$ cat config.mk
export PLATFORM = sky130hd
export DESIGN_NAME = cps_sequencer
export DESIGN_NICKNAME = d
export VERILOG_FILES = /design/src/cps_pkg.sv /design/src/cps_sequencer.sv
export SDC_FILE = /design/constraint.sdc
export NUM_CORES = 1
export LEC_CHECK = 0
export BUFFER_PORTS_ARGS = -buffer_cell sky130_fd_sc_hd__buf_2
export CAP_MARGIN = 20
export CORE_MARGIN = 3
export CORE_UTILIZATION = 27
export CTS_BUF_LIST = sky130_fd_sc_hd__clkbuf_8 sky130_fd_sc_hd__clkbuf_16
export DETAILED_ROUTE_END_ITERATION = 6
export GPL_ROUTABILITY_DRIVEN = 0
export PLACE_DENSITY = 0.5
export SLEW_MARGIN = 20
export SYNTH_ARGS = -nofsm -noshare
export SYNTH_HDL_FRONTEND = slang
export SYNTH_SLANG_ARGS = --single-unit
$ cat constraint.sdc
create_clock -name mclk -period 3.6 [get_ports mclk]
set_input_delay 0.54 -clock mclk [delete_from_list [all_inputs] [get_ports mclk]]
set_output_delay 0.54 -clock mclk [all_outputs]
set_load 0.01 [all_outputs]
$ cat src/cps_pkg.sv
// Constants, field layouts and helpers for the conversion period sequencer.
// Assumes a 32-bit classic Wishbone slave and a 250 MHz master clock.
`default_nettype none

package cps_pkg;

	// Register byte offsets
	localparam logic [7:0] CPS_OFS_PRIMARY = 8'h00;
	localparam logic [7:0] CPS_OFS_SECONDARY = 8'h04;
	localparam logic [7:0] CPS_OFS_TX_TIMING = 8'h08;
	localparam logic [7:0] CPS_OFS_RX_TIMING = 8'h0c;
	localparam logic [7:0] CPS_OFS_STATUS = 8'h10;

	// Word field positions
	localparam int CPS_SEL_LSB = 0;
	localparam int CPS_DAC_LSB = 2;
	localparam int CPS_TX_A_LSB = 9;
	localparam int CPS_TX_W_LSB = 9;
	localparam int CPS_RX_A_LSB = 2;
	localparam int CPS_RX_W_LSB = 2;
	localparam int CPS_FILT_BIT = 9;
	localparam int CPS_ST_CLR_BIT = 6;

	// Secondary word selectors, primary commands
	localparam logic [1:0] CPS_SEL_A = 2'h0;
	localparam logic [1:0] CPS_SEL_ADJ = 2'h1;
	localparam logic [1:0] CPS_SEL_B = 2'h2;
	localparam logic [1:0] CPS_SEL_CTRL = 2'h3;
	localparam logic [1:0] CPS_CMD_PLUS = 2'h1;
	localparam logic [1:0] CPS_CMD_MINUS = 2'h2;

	// Reset values and limits
	localparam logic [4:0] CPS_RST_A = 5'h12;
	localparam logic [5:0] CPS_RST_ADJ = 6'h01;
	localparam logic [5:0] CPS_RST_B = 6'h12;
	localparam logic [15:0] CPS_RST_CTRL = 16'h02e4;
	localparam logic [5:0] CPS_B_MIN = 6'h0f;
	localparam logic [5:0] CPS_B_FIX = 6'h12;
	localparam logic [4:0] CPS_A_DEAD = 5'h01;
	localparam logic [4:0] CPS_A_MIN_WORD = 5'h04;
	localparam logic [4:0] CPS_A_MIN_BYTE = 5'h05;
	localparam logic signed [7:0] CPS_MOD64 = 8'sh40;
	localparam logic [5:0] CPS_ONE = 6'h01;

	// Closest allowed spacing of conversion frame syncs
	localparam int CPS_CLK_PS = 4000;
	localparam int CPS_MIN_GAP_PS = 40000000;
	localparam int CPS_MIN_GAP_CYC = (CPS_MIN_GAP_PS + CPS_CLK_PS - 1) / CPS_CLK_PS;

	// Signed sum of an A value and its adjust value, added or subtracted
	function automatic logic signed [7:0] cps_adj_sum(input logic [4:0] a,
		input logic [5:0] adj, input logic neg);
		logic signed [7:0] s_adj;
		s_adj = $signed({{2{adj[5]}}, adj});
		return neg ? $signed({3'h0, a}) - s_adj : $signed({3'h0, a}) + s_adj;
	endfunction : cps_adj_sum

	// Count loaded for an adjusted subperiod, with repair of illegal sums
	function automatic logic [5:0] cps_adj_load(input logic [4:0] a,
		input logic [5:0] adj, input logic neg);
		logic signed [7:0] s;
		logic signed [7:0] w;
		s = cps_adj_sum(a, adj, neg);
		w = s + CPS_MOD64;
		if (s == 8'sh00 || s == 8'sh01)
			return {1'b0, a};
		else if (s < 8'sh00)
			return w[5:0];
		else
			return s[5:0];
	endfunction : cps_adj_load

endpackage : cps_pkg

`default_nettype wire

$ cat src/cps_sequencer.sv
// Conversion period sequencer: transmit and receive period counters,
// adjust scheduling and fatal-value handling behind a Wishbone slave.
// Assumes synchronous inputs on mclk and a master that holds requests until ack.
//
// Function
// - Adjusted transmit sum of 0 or 1 loads plain transmit A instead.
// - Negative transmit sum gets 0x40 added before loading the counter.
// - Adjusted receive sum of 0 or 1 loads plain receive A instead.
// - Negative receive sum gets 0x40 added before loading the counter.
// - Transmit or receive A of 0 or 1 shuts down until reset.
// - A below 4 in word mode or 5 in byte mode locks serial port.
// - Transmit B written below 15 is stored as 0x12.
// - Receive B written below 15 is stored as 0x12.
// - Without host communication the last converter output value is held.
// - One adjust command adjusts exactly one transmit and one receive period.
// - Adjustment applies in the last subperiod of the conversion period.
// - Adjust command adjusts the transmit period currently running.
// - Receive adjust lands in current receive period if time, else next.
// - Receive part ignored when a receive adjust is already scheduled.
// - Transmit values and control from a secondary word apply this period.
// - Receive values apply in current receive period if time, else next.
// - Further receive values within an applying receive period are discarded.
// - Control bit nine inserts or bypasses the correction filter.
// - Reset sets all A and B values to 0x12, adjusts to 0x01.
// - A values are five-bit unsigned, adjust values six-bit two's complement.
// - Width select high means sixteen-bit transfers, low means byte transfers.
//
// Decided for this implementation: register access over Wishbone and the address map.
`default_nettype none

module cps_sequencer
	import cps_pkg::*;
#(
	parameter int CLK_DIV = 20,
	parameter int MIN_GAP = CPS_MIN_GAP_CYC,
	parameter int GAP_W = 16
) (
	// Clock and reset
	input wire logic mclk,
	input wire logic rst_n,
	// Wishbone slave
	input wire logic cyc_i,
	input wire logic stb_i,
	input wire logic we_i,
	input wire logic [7:0] adr_i,
	input wire logic [3:0] sel_i,
	input wire logic [31:0] dat_i,
	output logic [31:0] dat_o,
	output logic ack_o,
	// Transfer width strap
	input wire logic word_mode,
	// Converter side
	output logic [13:0] dac_out,
	output logic filter_insert,
	output logic transmit_frame_sync,
	output logic receive_frame_sync,
	output logic shutdown,
	output logic serial_lockout
);

	generate
		if (CLK_DIV < 2 || CLK_DIV > 255 || GAP_W < 2 || GAP_W > 31 ||
			MIN_GAP < 1 || MIN_GAP >= (1 << GAP_W)) begin : g_bad_param
			$error("cps_sequencer: parameter out of range");
		end
	endgenerate

	localparam logic [7:0] DIV_LAST = 8'(CLK_DIV - 1);
	localparam logic [GAP_W-1:0] GAP_MIN = GAP_W'(MIN_GAP);
	localparam logic [GAP_W-1:0] GAP_MAX = '1;

	typedef struct packed {
		logic ack;
		logic [31:0] rdat;
		logic [13:0] dac;
		logic [15:0] ctrl;
		logic [4:0] ta;
		logic [5:0] tadj;
		logic [5:0] tb;
		logic [4:0] ra;
		logic [5:0] radj;
		logic [5:0] rb;
		logic [4:0] ra_n;
		logic [5:0] radj_n;
		logic [5:0] rb_n;
		logic rx_new;
		logic rx_lock;
		logic [7:0] div;
		logic [5:0] tx_cnt;
		logic [5:0] tx_sub;
		logic [5:0] rx_cnt;
		logic [5:0] rx_sub;
		logic tx_adj_pend;
		logic tx_adj_neg;
		logic rx_adj_pend;
		logic rx_adj_neg;
		logic shutdown;
		logic lockout;
		logic too_close;
		logic [GAP_W-1:0] gap;
		logic tx_fs;
		logic rx_fs;
	} cps_state_t;

	cps_state_t st;
	cps_state_t next_st;

	logic req;
	logic wr;
	logic port_wr;
	logic tick;
	logic run;
	logic tx_end;
	logic tx_conv_end;
	logic [5:0] tx_sub_next;
	logic tx_load_adj;
	logic signed [7:0] tx_sum;
	logic rx_end;
	logic rx_conv_end;
	logic [5:0] rx_sub_next;
	logic rx_load_adj;
	logic signed [7:0] rx_sum;
	logic rx_lock_now;
	logic [4:0] a_min;
	logic [1:0] wsel;
	logic [15:0] wdat;

	assign req = cyc_i & stb_i & ~st.ack;
	// Partial writes are dropped: every field spans the low two byte lanes
	assign wr = req & we_i & sel_i[0] & sel_i[1];
	// A locked serial port takes no more words
	assign port_wr = wr & ~st.lockout;
	assign wdat = dat_i[15:0];
	assign wsel = wdat[CPS_SEL_LSB +: 2];
	assign tick = (st.div == DIV_LAST);
	assign run = tick & ~st.shutdown;
	assign a_min = word_mode ? CPS_A_MIN_WORD : CPS_A_MIN_BYTE;

	// Subperiod ends; the last subperiod of a conversion carries the adjust
	assign tx_end = run & (st.tx_cnt <= CPS_ONE);
	assign tx_conv_end = tx_end & (st.tx_sub <= CPS_ONE);
	assign tx_sub_next = tx_conv_end ? st.tb : st.tx_sub - CPS_ONE;
	assign tx_load_adj = tx_end & (tx_sub_next == CPS_ONE) & st.tx_adj_pend;
	assign tx_sum = cps_adj_sum(st.ta, st.tadj, st.tx_adj_neg);

	assign rx_end = run & (st.rx_cnt <= CPS_ONE);
	assign rx_conv_end = rx_end & (st.rx_sub <= CPS_ONE);
	assign rx_sub_next = rx_conv_end ? st.rb : st.rx_sub - CPS_ONE;
	assign rx_load_adj = rx_end & (rx_sub_next == CPS_ONE) & st.rx_adj_pend;
	assign rx_sum = cps_adj_sum(st.ra, st.radj, st.rx_adj_neg);
	assign rx_lock_now = rx_conv_end ? 1'b0 : st.rx_lock;

	always_comb begin
		next_st = st;
		next_st.ack = req;
		next_st.tx_fs = 1'b0;
		next_st.rx_fs = 1'b0;
		next_st.div = tick ? 8'h00 : st.div + 8'h01;
		if (st.gap != GAP_MAX)
			next_st.gap = st.gap + GAP_W'(1);

		// Transmit period counter
		if (tx_end) begin
			next_st.tx_sub = tx_sub_next;
			if (tx_load_adj) begin
				next_st.tx_cnt = cps_adj_load(st.ta, st.tadj, st.tx_adj_neg);
				next_st.tx_adj_pend = 1'b0;
			end else begin
				next_st.tx_cnt = {1'b0, st.ta};
			end
			if (tx_conv_end) begin
				next_st.tx_fs = 1'b1;
				next_st.gap = '0;
				// Host spacing slip is only flagged; the converter cannot refuse it
				if (st.gap < GAP_MIN)
					next_st.too_close = 1'b1;
			end
		end else if (run) begin
			next_st.tx_cnt = st.tx_cnt - CPS_ONE;
		end

		// Receive period counter
		if (rx_end) begin
			next_st.rx_sub = rx_sub_next;
			if (rx_load_adj) begin
				next_st.rx_cnt = cps_adj_load(st.ra, st.radj, st.rx_adj_neg);
				next_st.rx_adj_pend = 1'b0;
			end else begin
				next_st.rx_cnt = {1'b0, st.ra};
			end
			next_st.rx_fs = rx_conv_end;
			next_st.rx_lock = rx_lock_now;
			// Pending values land at the next boundary, this period or the next
			if (st.rx_new && !rx_lock_now) begin
				next_st.ra = st.ra_n;
				next_st.radj = st.radj_n;
				next_st.rb = st.rb_n;
				next_st.rx_new = 1'b0;
				next_st.rx_lock = 1'b1;
			end
		end else if (run) begin
			next_st.rx_cnt = st.rx_cnt - CPS_ONE;
		end

		// Status write: clear spacing flag, but a fresh slip in the same cycle wins
		if (wr && adr_i == CPS_OFS_STATUS && wdat[CPS_ST_CLR_BIT] && !(tx_conv_end &&
			st.gap < GAP_MIN))
			next_st.too_close = 1'b0;

		// Primary word: converter data and adjust command, taken when written
		if (port_wr && adr_i == CPS_OFS_PRIMARY) begin
			next_st.dac = wdat[CPS_DAC_LSB +: 14];
			if (wsel == CPS_CMD_PLUS || wsel == CPS_CMD_MINUS) begin
				next_st.tx_adj_pend = 1'b1;
				next_st.tx_adj_neg = (wsel == CPS_CMD_MINUS);
				// Current receive period if its last subperiod is not loaded yet
				if (!next_st.rx_adj_pend) begin
					next_st.rx_adj_pend = 1'b1;
					next_st.rx_adj_neg = (wsel == CPS_CMD_MINUS);
				end
			end
		end

		// Secondary word: transmit side at once, receive side through the shadow
		if (port_wr && adr_i == CPS_OFS_SECONDARY) begin
			unique case (wsel)
				CPS_SEL_A: begin
					next_st.ta = wdat[CPS_TX_A_LSB +: 5];
					next_st.ra_n = wdat[CPS_RX_A_LSB +: 5];
				end
				CPS_SEL_ADJ: begin
					next_st.tadj = wdat[CPS_TX_W_LSB +: 6];
					next_st.radj_n = wdat[CPS_RX_W_LSB +: 6];
				end
				CPS_SEL_B: begin
					next_st.tb = (wdat[CPS_TX_W_LSB +: 6] < CPS_B_MIN) ? CPS_B_FIX :
						wdat[CPS_TX_W_LSB +: 6];
					next_st.rb_n = (wdat[CPS_RX_W_LSB +: 6] < CPS_B_MIN) ? CPS_B_FIX :
						wdat[CPS_RX_W_LSB +: 6];
				end
				CPS_SEL_CTRL: begin
					next_st.ctrl = wdat;
				end
			endcase
			// Receive values arriving after an apply in this period are lost
			if (wsel != CPS_SEL_CTRL && !next_st.rx_lock) begin
				if (!next_st.rx_new) begin
					next_st.ra_n = (wsel == CPS_SEL_A) ? wdat[CPS_RX_A_LSB +: 5] : st.ra;
					next_st.radj_n = (wsel == CPS_SEL_ADJ) ? wdat[CPS_RX_W_LSB +: 6] :
						st.radj;
					next_st.rb_n = (wsel == CPS_SEL_B) ? next_st.rb_n : st.rb;
				end
				next_st.rx_new = 1'b1;
			end else begin
				next_st.ra_n = st.ra_n;
				next_st.radj_n = st.radj_n;
				next_st.rb_n = st.rb_n;
			end
		end

		// Fatal values are sticky until reset
		if (st.ta <= CPS_A_DEAD || st.ra <= CPS_A_DEAD)
			next_st.shutdown = 1'b1;
		if (st.ta < a_min || st.ra < a_min)
			next_st.lockout = 1'b1;

		// Read data, zero for unmapped offsets
		next_st.rdat = 32'h0000_0000;
		if (req && !we_i) begin
			unique case (adr_i)
				CPS_OFS_PRIMARY: next_st.rdat = {16'h0000, st.dac, 2'h0};
				CPS_OFS_SECONDARY: next_st.rdat = {16'h0000, st.ctrl};
				CPS_OFS_TX_TIMING: next_st.rdat = {15'h0000, st.tb, st.tadj, st.ta};
				CPS_OFS_RX_TIMING: next_st.rdat = {15'h0000, st.rb, st.radj, st.ra};
				CPS_OFS_STATUS: next_st.rdat = {25'h0000000, st.too_close, st.rx_lock,
					st.rx_new, st.rx_adj_pend, st.tx_adj_pend, st.lockout, st.shutdown};
				default: next_st.rdat = 32'h0000_0000;
			endcase
		end
	end

	always_ff @(posedge mclk) begin
		if (!rst_n) begin
			st <= '0;
			st.ctrl <= CPS_RST_CTRL;
			st.ta <= CPS_RST_A;
			st.tadj <= CPS_RST_ADJ;
			st.tb <= CPS_RST_B;
			st.ra <= CPS_RST_A;
			st.radj <= CPS_RST_ADJ;
			st.rb <= CPS_RST_B;
			st.ra_n <= CPS_RST_A;
			st.radj_n <= CPS_RST_ADJ;
			st.rb_n <= CPS_RST_B;
			st.tx_cnt <= {1'b0, CPS_RST_A};
			st.tx_sub <= CPS_RST_B;
			st.rx_cnt <= {1'b0, CPS_RST_A};
			st.rx_sub <= CPS_RST_B;
		end else begin
			st <= next_st;
		end
	end

	// Output value held whenever the host stops sending
	assign dac_out = st.dac;
	assign filter_insert = st.ctrl[CPS_FILT_BIT];
	assign transmit_frame_sync = st.tx_fs;
	assign receive_frame_sync = st.rx_fs;
	assign shutdown = st.shutdown;
	assign serial_lockout = st.lockout;
	assign dat_o = st.rdat;
	assign ack_o = st.ack;
endmodule : cps_sequencer

`default_nettype wire

Yosys cells after proc, flatten, opt, wreduce, memory -nomap -nowiden
Cells that the tools add are included.

$add $sub $neg: 12. Muxes and demuxes: 40. Reductions and logical operators: 40. Equality and inequality tests: 16. Order comparisons: 13. Bitwise gates (word level): 20.

Operators by type and width (count): $mux 6 (18); $pmux 17 s5 (1); $mux 17 (3); $le 6x1->1 const B (4); $logic_not 8->1 (3); $sub 6x1->6 const B (4); $reduce_and 2->1 (10); $add 16x1->16 const B (1); $eq 8x2->1 const B (2); $eq 8x4->1 const B (2); $eq 8x5->1 const B (2); $lt 16x14->1 const B (1); $lt 8x1->1 const B (2); $mux 16 (1); $mux 8 (2); $ne 16x16->1 const B (1); $and 1x1->1 (15); $add 6x6->7 (2); $sub 6x6->7 (2); $add 6x1->6 const B (2); $eq 6x1->1 const B (2); $lt 6x4->1 const B (2); $reduce_and 3->1 (4); $le 5x1->1 const B (2); other kinds (18) (53).

Bits in registers: 173. Output and inout port bits: 52.

Depth between registers and ports, before layout
Gate-level depths: netlist of the first run.

Depth in word-level cells: 13. Gate-level depth with buffers: 13. Gate-level depth less buffers: 12.

Worst setup path after synthesis of the first run
No wires, ideal clock.

Kind: reg-to-reg. From: reg st[99] in the netlist's numbering. To: reg st[43] in the netlist's numbering. Data arrival time: 2.736 ns. Data required time: 3.476 ns. Path slack: 0.740 ns. Stages on the path, launching flop included: 12. Setup time: 0.124 ns. Cells stage by stage: dfxtp_1 -> inv_1 -> ha_1 -> mux2i_1 -> fa_1 -> a21o_1 -> a21oi_2 -> mux2i_1 -> or4_1 -> nor4_2 -> o21a_1 -> o31ai_1.

Cells in the longest elaborated chain, start to end: 7. Elaborated cells on any way between the ends: 12. Classes of those cells: 3 x add/sub; 1 x order compare; 1 x eq/ne; 5 x mux; 2 x reduce/logical.

Ends and longest elaborated chain: start: declaration (RTL line cps_sequencer.sv:105) `cps_state_t st;`; start signal: assignment (RTL line cps_sequencer.sv:300) `st <= next_st;`; $add 6x6->7 or $sub 6x6->7 (tied branches) (RTL line cps_pkg.sv:55) `return neg ? $signed({3'h0, a}) - s_adj : $signed({3'h0, a}) + s_adj;`; $mux 8 * (RTL line cps_pkg.sv:55); $lt 8x1->1, or another cell as far along (RTL line cps_pkg.sv:67) `else if (s < 8'sh00)`; $mux 6 or $logic_or 1x1->1 (tied branches) (RTL line cps_pkg.sv:67, cps_pkg.sv:65); $mux 6 * (RTL line cps_pkg.sv:65) `if (s == 8'sh00 || s == 8'sh01)`; $mux 6 * (RTL line cps_sequencer.sv:165) `if (tx_load_adj) begin`; $mux 6 * (RTL line cps_sequencer.sv:163) `if (tx_end) begin`.

Every way passes the cells marked *; elsewhere a longest branch is shown, timed or not. A chain may end at the register's enable or synchronous reset.

Worst setup path in the final report of the first run
From: reg st[99] in the netlist's numbering. To: reg st[46] in the netlist's numbering.

Same word-level chain as after synthesis.

==> qor.csv, run 1 <==
stage;metric;value;unit
logic_synthesis;synth.lib_cells_used.distinct;81;
floorplan;initial_utilization;0.275;
routing;drt.antenna.violating_nets;0;
pwr;pwr_density_cell;375;nW/um^2
outcome;run_status;finished clean;
routing;detail_route.drc_violations;0;
clocking;cts_buffers;17;
logic_synthesis;average_footprint_of_a_synthesized_cell;8.25;um^2
setup_path;path_class;flop to flop;
pwr;power_leakage;0.00397;uW
setup_path;slowest_delay;510;ps
setup_path;cp_data_required_time;3970;ps
setup_path;critical_path.most_common_cell;sky130_fd_sc_hd__mux2i_1;
clocking;post_cts.repair.setup_buffers;0;
layout;fillerInstances;3576;
timing;finalHoldViolCount;0;
place;port_buffers;68;
global_routing;vias_in_the_first_global_route;7248;
clocking;cts_hold_repair.buffers;0;
clocking;clock_latency;440;ps
logic_synthesis;dominantRegCellSynth;sky130_fd_sc_hd__dfxtp_1;
setup_path;endpoint_kind;flop;
routing;wl_per_cell;16.6;um
setup_path;critical_path_arrival;3630;ps
clocking;clk_root_buffer_cell;sky130_fd_sc_hd__clkbuf_16;
routing;detail_route.wirelength;25.9;mm
logic_synthesis;ys.warnings.count;0;
timing;report.final.slew_viol_count;0;
routing;drt_first_iter_violations;523;
global_routing;grtUsageTotal;0.147;
logic_synthesis;netlist_top_cells_area;sky130_fd_sc_hd__dfxtp_1, sky130_fd_sc_hd__nand2_1, sky130_fd_sc_hd__nor2_1, sky130_fd_sc_hd__mux2i_1, sky130_fd_sc_hd__buf_4;
global_routing;grt_first_pass_wirelength;41.2;mm
setup_path;ordered_cell_list_for_the_critical_path;inv_1, ha_1, mux2i_1, fa_1, a21o_1, a21oi_2, mux2i_1, or4_1, nor4_2, o21ai_0, a21oi_1;
timing;timing.final.crit_share;0.904;
timing;worst_pin_slew;704;ps
setup_path;startpoint_type;flop;
global_routing;maximum_number_of_pins_on_one_net_before_global_route_repair;66;
clocking;clkSlewWorstSetupHoldPaths;70;ps
logic_synthesis;synth.ff_latch_count;158;
floorplan;die_area;35500;um^2
timing;setup_tns;0;ps
layout;seq_area;3160;um^2
place;detailedPlacementHpwl;18.8;mm
logic_synthesis;synth_commonest_cells;sky130_fd_sc_hd__dfxtp_1, sky130_fd_sc_hd__nand2_1, sky130_fd_sc_hd__nor2_1, sky130_fd_sc_hd__a21oi_1, sky130_fd_sc_hd__buf_4;
hold_path;hold_path.class;primary input to flop;
logic_synthesis;synth_edf_count;0;
timing;clock-skew-final;15.5;ps
timing;max_slew_headroom;0.531;
layout;area_growth;12.0;%
floorplan;chipHeight;188;um
logic_synthesis;synth.cell_area;8980;um^2
timing;final_worst_path_period_need;3250;ps
logic_synthesis;synth_largest_type_area_fraction;0.352;
routing;dr_total_vias;7636;
setup_path;slowest_stage;sky130_fd_sc_hd__or4_1;
logic_synthesis;synth_sequential_area_ratio;0.352;
timing;hold_ws;355;ps
logic_synthesis;share_of_synthesized_flip_flops_with_an_asynchronous_set_or_reset;0;
logic_synthesis;post-synth-top-area-cell;sky130_fd_sc_hd__dfxtp_1;
job;cap_viol_max_count;0;
timing;setup_viol_count_final;0;
routing;vias_per_cell;4.89;
global_routing;number_of_antenna_violations_at_the_first_check_in_global_routing;0;
clocking;cts_tree;built;
clocking;cts_resized;0;
clocking;htree_levels;4;
timing;rsz_0062_raised_after_global_routing;no;
layout;drive_above_1_share;0.148;
pwr;maximum_ir_drop_on_the_vdd_rail;0.000342;V
floorplan;rows;66;
layout;finalNetCount;1185;
routing;detail_route.first_pass.iterations;5;
floorplan;die_w;188;um
floorplan;core;32700;um^2
logic_synthesis;synth_cells;1088;
global_routing;gr-total-overflow;0;
clocking;cts.sink_count;158;
clocking;cts-root-to-sink-buffers;2;
timing;clock.fmax;307;MHz
setup_path;largest_fanout_of_any_net_on_the_critical_path;6;
logic_synthesis;synth.most_common_cell;sky130_fd_sc_hd__dfxtp_1;
floorplan;io_pins;102;
setup_path;worst-r2r-setup-slack;350;ps
layout;antenna_cells_inserted;0;
layout;multiInputGateArea;5130;um^2
## logic make-up (layout without fill, tap and decap cells)
kind of cell / count (synthesis) / after routing / synth area share
buffers and inverters: 138 / 156 / 0.0823
AOI/OAI and AO/OA: 241 / 241 / 0.181
adders and majority gates: 28 / 28 / 0.0407
other: 1 / 15 / 0.000418
and+or+nand+nor: 428 / 428 / 0.241
xor gates and xnor gates: 37 / 37 / 0.0361
DFF: 158 / 158 / 0.352
muxes: 57 / 57 / 0.0662
## worst max-delay path: cells and delay by family (launching register included)
| family | cells | cell delay (ps) |
|---|---|---|
| AND/OR/NAND/NOR | 2 | 950 |
| adder cells (fa/ha/maj) | 2 | 740 |
| AO/OA/AOI/OAI | 4 | 730 |
| flip-flops | 1 | 450 |
| multiplexers | 2 | 200 |
| buffers and inverters | 1 | 110 |
## per-stage QoR
stage	setup slack, ps	util	instance area, um^2	total power [uW]	std cells
global route	36.1	0.308	10100	3900	1562
floorplan	740	-	9030	1900	1102
global placement	386	0.290	9470	1950	1530
CTS	365	0.308	10100	3820	1562
finish	345	0.308	10100	3770	1562
detailed placement	395	0.290	9470	1960	1530
## power breakdown
group          switching [uW]  total (uW)  internal [uW]
Combinational             102         157           54.4
Sequential               6.02        1760           1750
Clock                     825        1860           1030
## cell usage in the layout (no fill, tap or decap), drive strengths merged, types with 37 or more instances in the layout
cell type    n
a21boi      41
a21oi       60
buf         87
dfxtp      158
inv         43
mux2i       38
nand2      130
nand3       38
nor2       109
nor2b       37
## path summary, 6_finish.rpt
kind | from | cells after the start | to
setup / recovery | st[99]$_SDFFE_PN1P_ | 11 | st[46]$_SDFFE_PN0P_
hold / removal | dat_i[15] | 3 | st[125]$_SDFFE_PN0P_
setup reg to reg | st[99]$_SDFFE_PN1P_ | 11 | st[46]$_SDFFE_PN0P_
hold reg to reg | st[125]$_SDFFE_PN0P_ | 2 | st[125]$_SDFFE_PN0P_
## layout make-up
type,count,area share
multi-input cells,806,0.510
flip-flops and latches,158,0.315
well taps,442,0.0550
repair buffers,87,0.0483
clock buffers,17,0.0423
clock inverters,15,0.0158
inverters,37,0.0138
## routing by layer
metal | wire length (um) | track usage | share of wire
met1 | 12600 | 0.203 | 0.49
met2 | 12000 | 0.237 | 0.46
met3 | 932 | 0.0255 | 0.036
met4 | 329 | 0.0384 | 0.013
met5 | 0 | 0 | 0
## registers in the layout (all words and copies together), names as in the netlist
signal and flops:
ack_o 1, dac_out 14, dat_o 17, filter_insert 1, receive_frame_sync 1, serial_lockout 1, shutdown 1, st 121
transmit_frame_sync 1
Note: power is estimated with default switching activity, not from simulation.
==> run 2, diff against run 1 <==
--- a/config.mk
+++ b/config.mk
@@ -8,11 +8,10 @@
 export BUFFER_PORTS_ARGS = -buffer_cell sky130_fd_sc_hd__buf_2
 export CAP_MARGIN = 20
 export CORE_MARGIN = 3
-export CORE_UTILIZATION = 27
+export CORE_UTILIZATION = 55
 export CTS_BUF_LIST = sky130_fd_sc_hd__clkbuf_8 sky130_fd_sc_hd__clkbuf_16
 export DETAILED_ROUTE_END_ITERATION = 6
-export GPL_ROUTABILITY_DRIVEN = 0
-export PLACE_DENSITY = 0.5
+export PLACE_DENSITY = 0.83
 export SLEW_MARGIN = 20
 export SYNTH_ARGS = -nofsm -noshare
 export SYNTH_HDL_FRONTEND = slang
==> run 2 against run 1 <==
  * Power fell by 2.6%
  * Clock-buffer cell count rose by 2
  * Flip-flop and latch count did not move
  * Register-to-register slack got worse by 50 ps
  * Final cell count fell by 15%
  * Critical path type unchanged
  * Highest routed layer unchanged
==> qor.csv, run 2 (same netlist as run 1, synthesis figures left out) <==
stage;metric;value;unit;change
outcome;run_status;finished clean;;unchanged
timing;post-route-worst-setup-slack;291;ps;was 345 ps
global_routing;grt_first_pass_wirelength;37.4;mm;was 41.2 mm
clocking;clk_root_buffer_cell;sky130_fd_sc_hd__clkbuf_16;;unchanged
clocking;post_cts.repair.setup_buffers;0;;unchanged
clocking;cts_buffers;17;;unchanged
global_routing;maximum_number_of_pins_on_one_net_before_global_route_repair;95;;was 66
layout;most_frequent_standard_cell_in_the_layout_excluding_fill_and_tap_cells;sky130_fd_sc_hd__dfxtp_1;;unchanged
setup_path;cp_data_required_time;3940;ps;was 3970 ps
layout;area_growth;8.60;%;was 12.0%
floorplan;core;15900;um^2;was 32,700 um^2
floorplan;io_pins;102;;unchanged
routing;vias_per_cell;5.99;;was 4.89
timing;setup_viol_count_final;0;;unchanged
clocking;cts_tree;built;;unchanged
layout;most-common-layout-cells;sky130_fd_sc_hd__dfxtp_1, sky130_fd_sc_hd__nand2_1, sky130_fd_sc_hd__nor2_1, sky130_fd_sc_hd__buf_2, sky130_fd_sc_hd__a21oi_1;;unchanged
clocking;cts_hold_repair.buffers;0;;unchanged
timing;setup_tns;0;ps;unchanged
layout;postLayoutCoreUtil;0.612;;was 0.308
pwr;pwr_density_cell;377;nW/um^2;was 375 nW/um^2
timing;report.final.slew_viol_count;0;;unchanged
clocking;cts_resized;0;;unchanged
clocking;clkSlewWorstSetupHoldPaths;70;ps;about the same
clocking;cts.sink_count;158;;unchanged
floorplan;rows;46;;was 66
timing;timing.final.crit_share;0.919;;was 0.904
timing;max_slew_headroom;0.464;;was 0.531
layout;finalNetCount;1183;;was 1,185
setup_path;path_class;flop to flop;;unchanged
routing;drt.antenna.violating_nets;0;;unchanged
setup_path;critical_path_arrival;3640;ps;was 3630 ps
routing;detail_route.wirelength;23.1;mm;was 25.9 mm
clocking;cts-root-to-sink-buffers;2;;unchanged
routing;detail_route.first_pass.iterations;5;;unchanged
setup_path;startpoint_type;flop;;unchanged
layout;largest_register;st;;unchanged
timing;final_worst_path_period_need;3310;ps;was 3250 ps
global_routing;vias_in_the_first_global_route;7500;;was 7,248
routing;detail_route.drc_violations;0;;unchanged
place;pre_cts_slack;402;ps;was 395 ps
place;detailedPlacementHpwl;16.0;mm;was 18.8 mm
hold_path;hold_path.class;primary input to flop;;unchanged
timing;clock-skew-final;9.21;ps;was 15.5 ps
clocking;clock_latency;430;ps;was 440 ps
floorplan;die_w;134;um;was 188 um
floorplan;chipHeight;134;um;was 188 um
routing;drt_first_iter_violations;862;;was 523
pwr;power_leakage;0.00396;uW;was 0.00397 uW
timing;clock.fmax;302;MHz;was 307 MHz
clocking;htree_levels;4;;unchanged
place;gp_congestion;0.883;;
routing;dr_total_vias;7990;;was 7,636
floorplan;die_area;17900;um^2;was 35,500 um^2
pwr;maximum_ir_drop_on_the_vdd_rail;0.000350;V;was 0.000342 V
timing;worst_pin_slew;804;ps;was 704 ps
setup_path;largest_fanout_of_any_net_on_the_critical_path;6;;unchanged
global_routing;number_of_antenna_violations_at_the_first_check_in_global_routing;0;;unchanged
routing;wl_per_cell;17.4;um;was 16.6 um
global_routing;gr-total-overflow;0;;unchanged
layout;drive_above_1_share;0.147;;was 0.148
place;port_buffers;68;;unchanged
global_routing;grtUsageTotal;0.257;;was 0.147
floorplan;initial_utilization;0.563;;was 0.275
layout;largest_register_ff_count;121;;unchanged
layout;antenna_cells_inserted;0;;unchanged
job;cap_viol_max_count;0;;unchanged
setup_path;endpoint_kind;flop;;unchanged
timing;rsz_0062_raised_after_global_routing;no;;unchanged
timing;finalHoldViolCount;0;;unchanged
-- run 2: cell type report --
| class | count | area (um^2) |
|---|---|---|
| flip-flops and latches | 158 | 3160 |
| repair buffers | 85 | 470 |
| multi-input cells | 806 | 5130 |
| fillers | 1373 | 6190 |
| inverters | 37 | 139 |
| clock inverters | 13 | 126 |
| clock buffers | 19 | 453 |
| well taps | 216 | 270 |
-- run 2: path summary, 6_finish.rpt --
path	startpoint	slack (ps)	depth (start not counted)	to
worst max-delay path	st[99]$_SDFFE_PN1P_	290	11	st[43]$_SDFFE_PN0P_
worst min-delay path	dat_i[15]	370	3	st[125]$_SDFFE_PN0P_
worst max register to register	st[99]$_SDFFE_PN1P_	290	11	st[43]$_SDFFE_PN0P_
worst min register to register	st[125]$_SDFFE_PN0P_	460	2	st[125]$_SDFFE_PN0P_
-- run 2: critical path, cell delays in order (launching register included) --
cell and delay, ps:
sky130_fd_sc_hd__dfxtp_1 420, sky130_fd_sc_hd__inv_1 90, sky130_fd_sc_hd__ha_1 280, sky130_fd_sc_hd__mux2i_1 110, sky130_fd_sc_hd__fa_1 450, sky130_fd_sc_hd__a21o_1 190
sky130_fd_sc_hd__a21oi_2 220, sky130_fd_sc_hd__mux2i_1 120, sky130_fd_sc_hd__or4_1 560, sky130_fd_sc_hd__nor4_2 430, sky130_fd_sc_hd__nor3b_1 130, sky130_fd_sc_hd__o31ai_1 200
-- run 2: where the power goes --
group          switching [uW]  internal, uW  total [uW]
registers                6.00          1750        1760
clock network             761          1000        1760
logic                    98.4          54.2         153
total                     866          2810        3670
-- run 2: metal layers --
layer	vias to the layer above	share of wire	GRT usage
met5	-	0	0
met4	0	0.039	0.113
met3	78	0.072	0.0503
met2	333	0.48	0.423
met1	3760	0.41	0.328
li1	3819	-	-
-- run 2: stage by stage --
stage,hold WS [ps],std cells,power (uW),cell area [um^2]
after detailed placement,454,1302,1950,9170
final,370,1334,3670,9750
after global routing,394,1334,3780,9750
after CTS,361,1334,3690,9750
after global placement,439,1302,1950,9170
after floorplan,431,1102,1900,9030
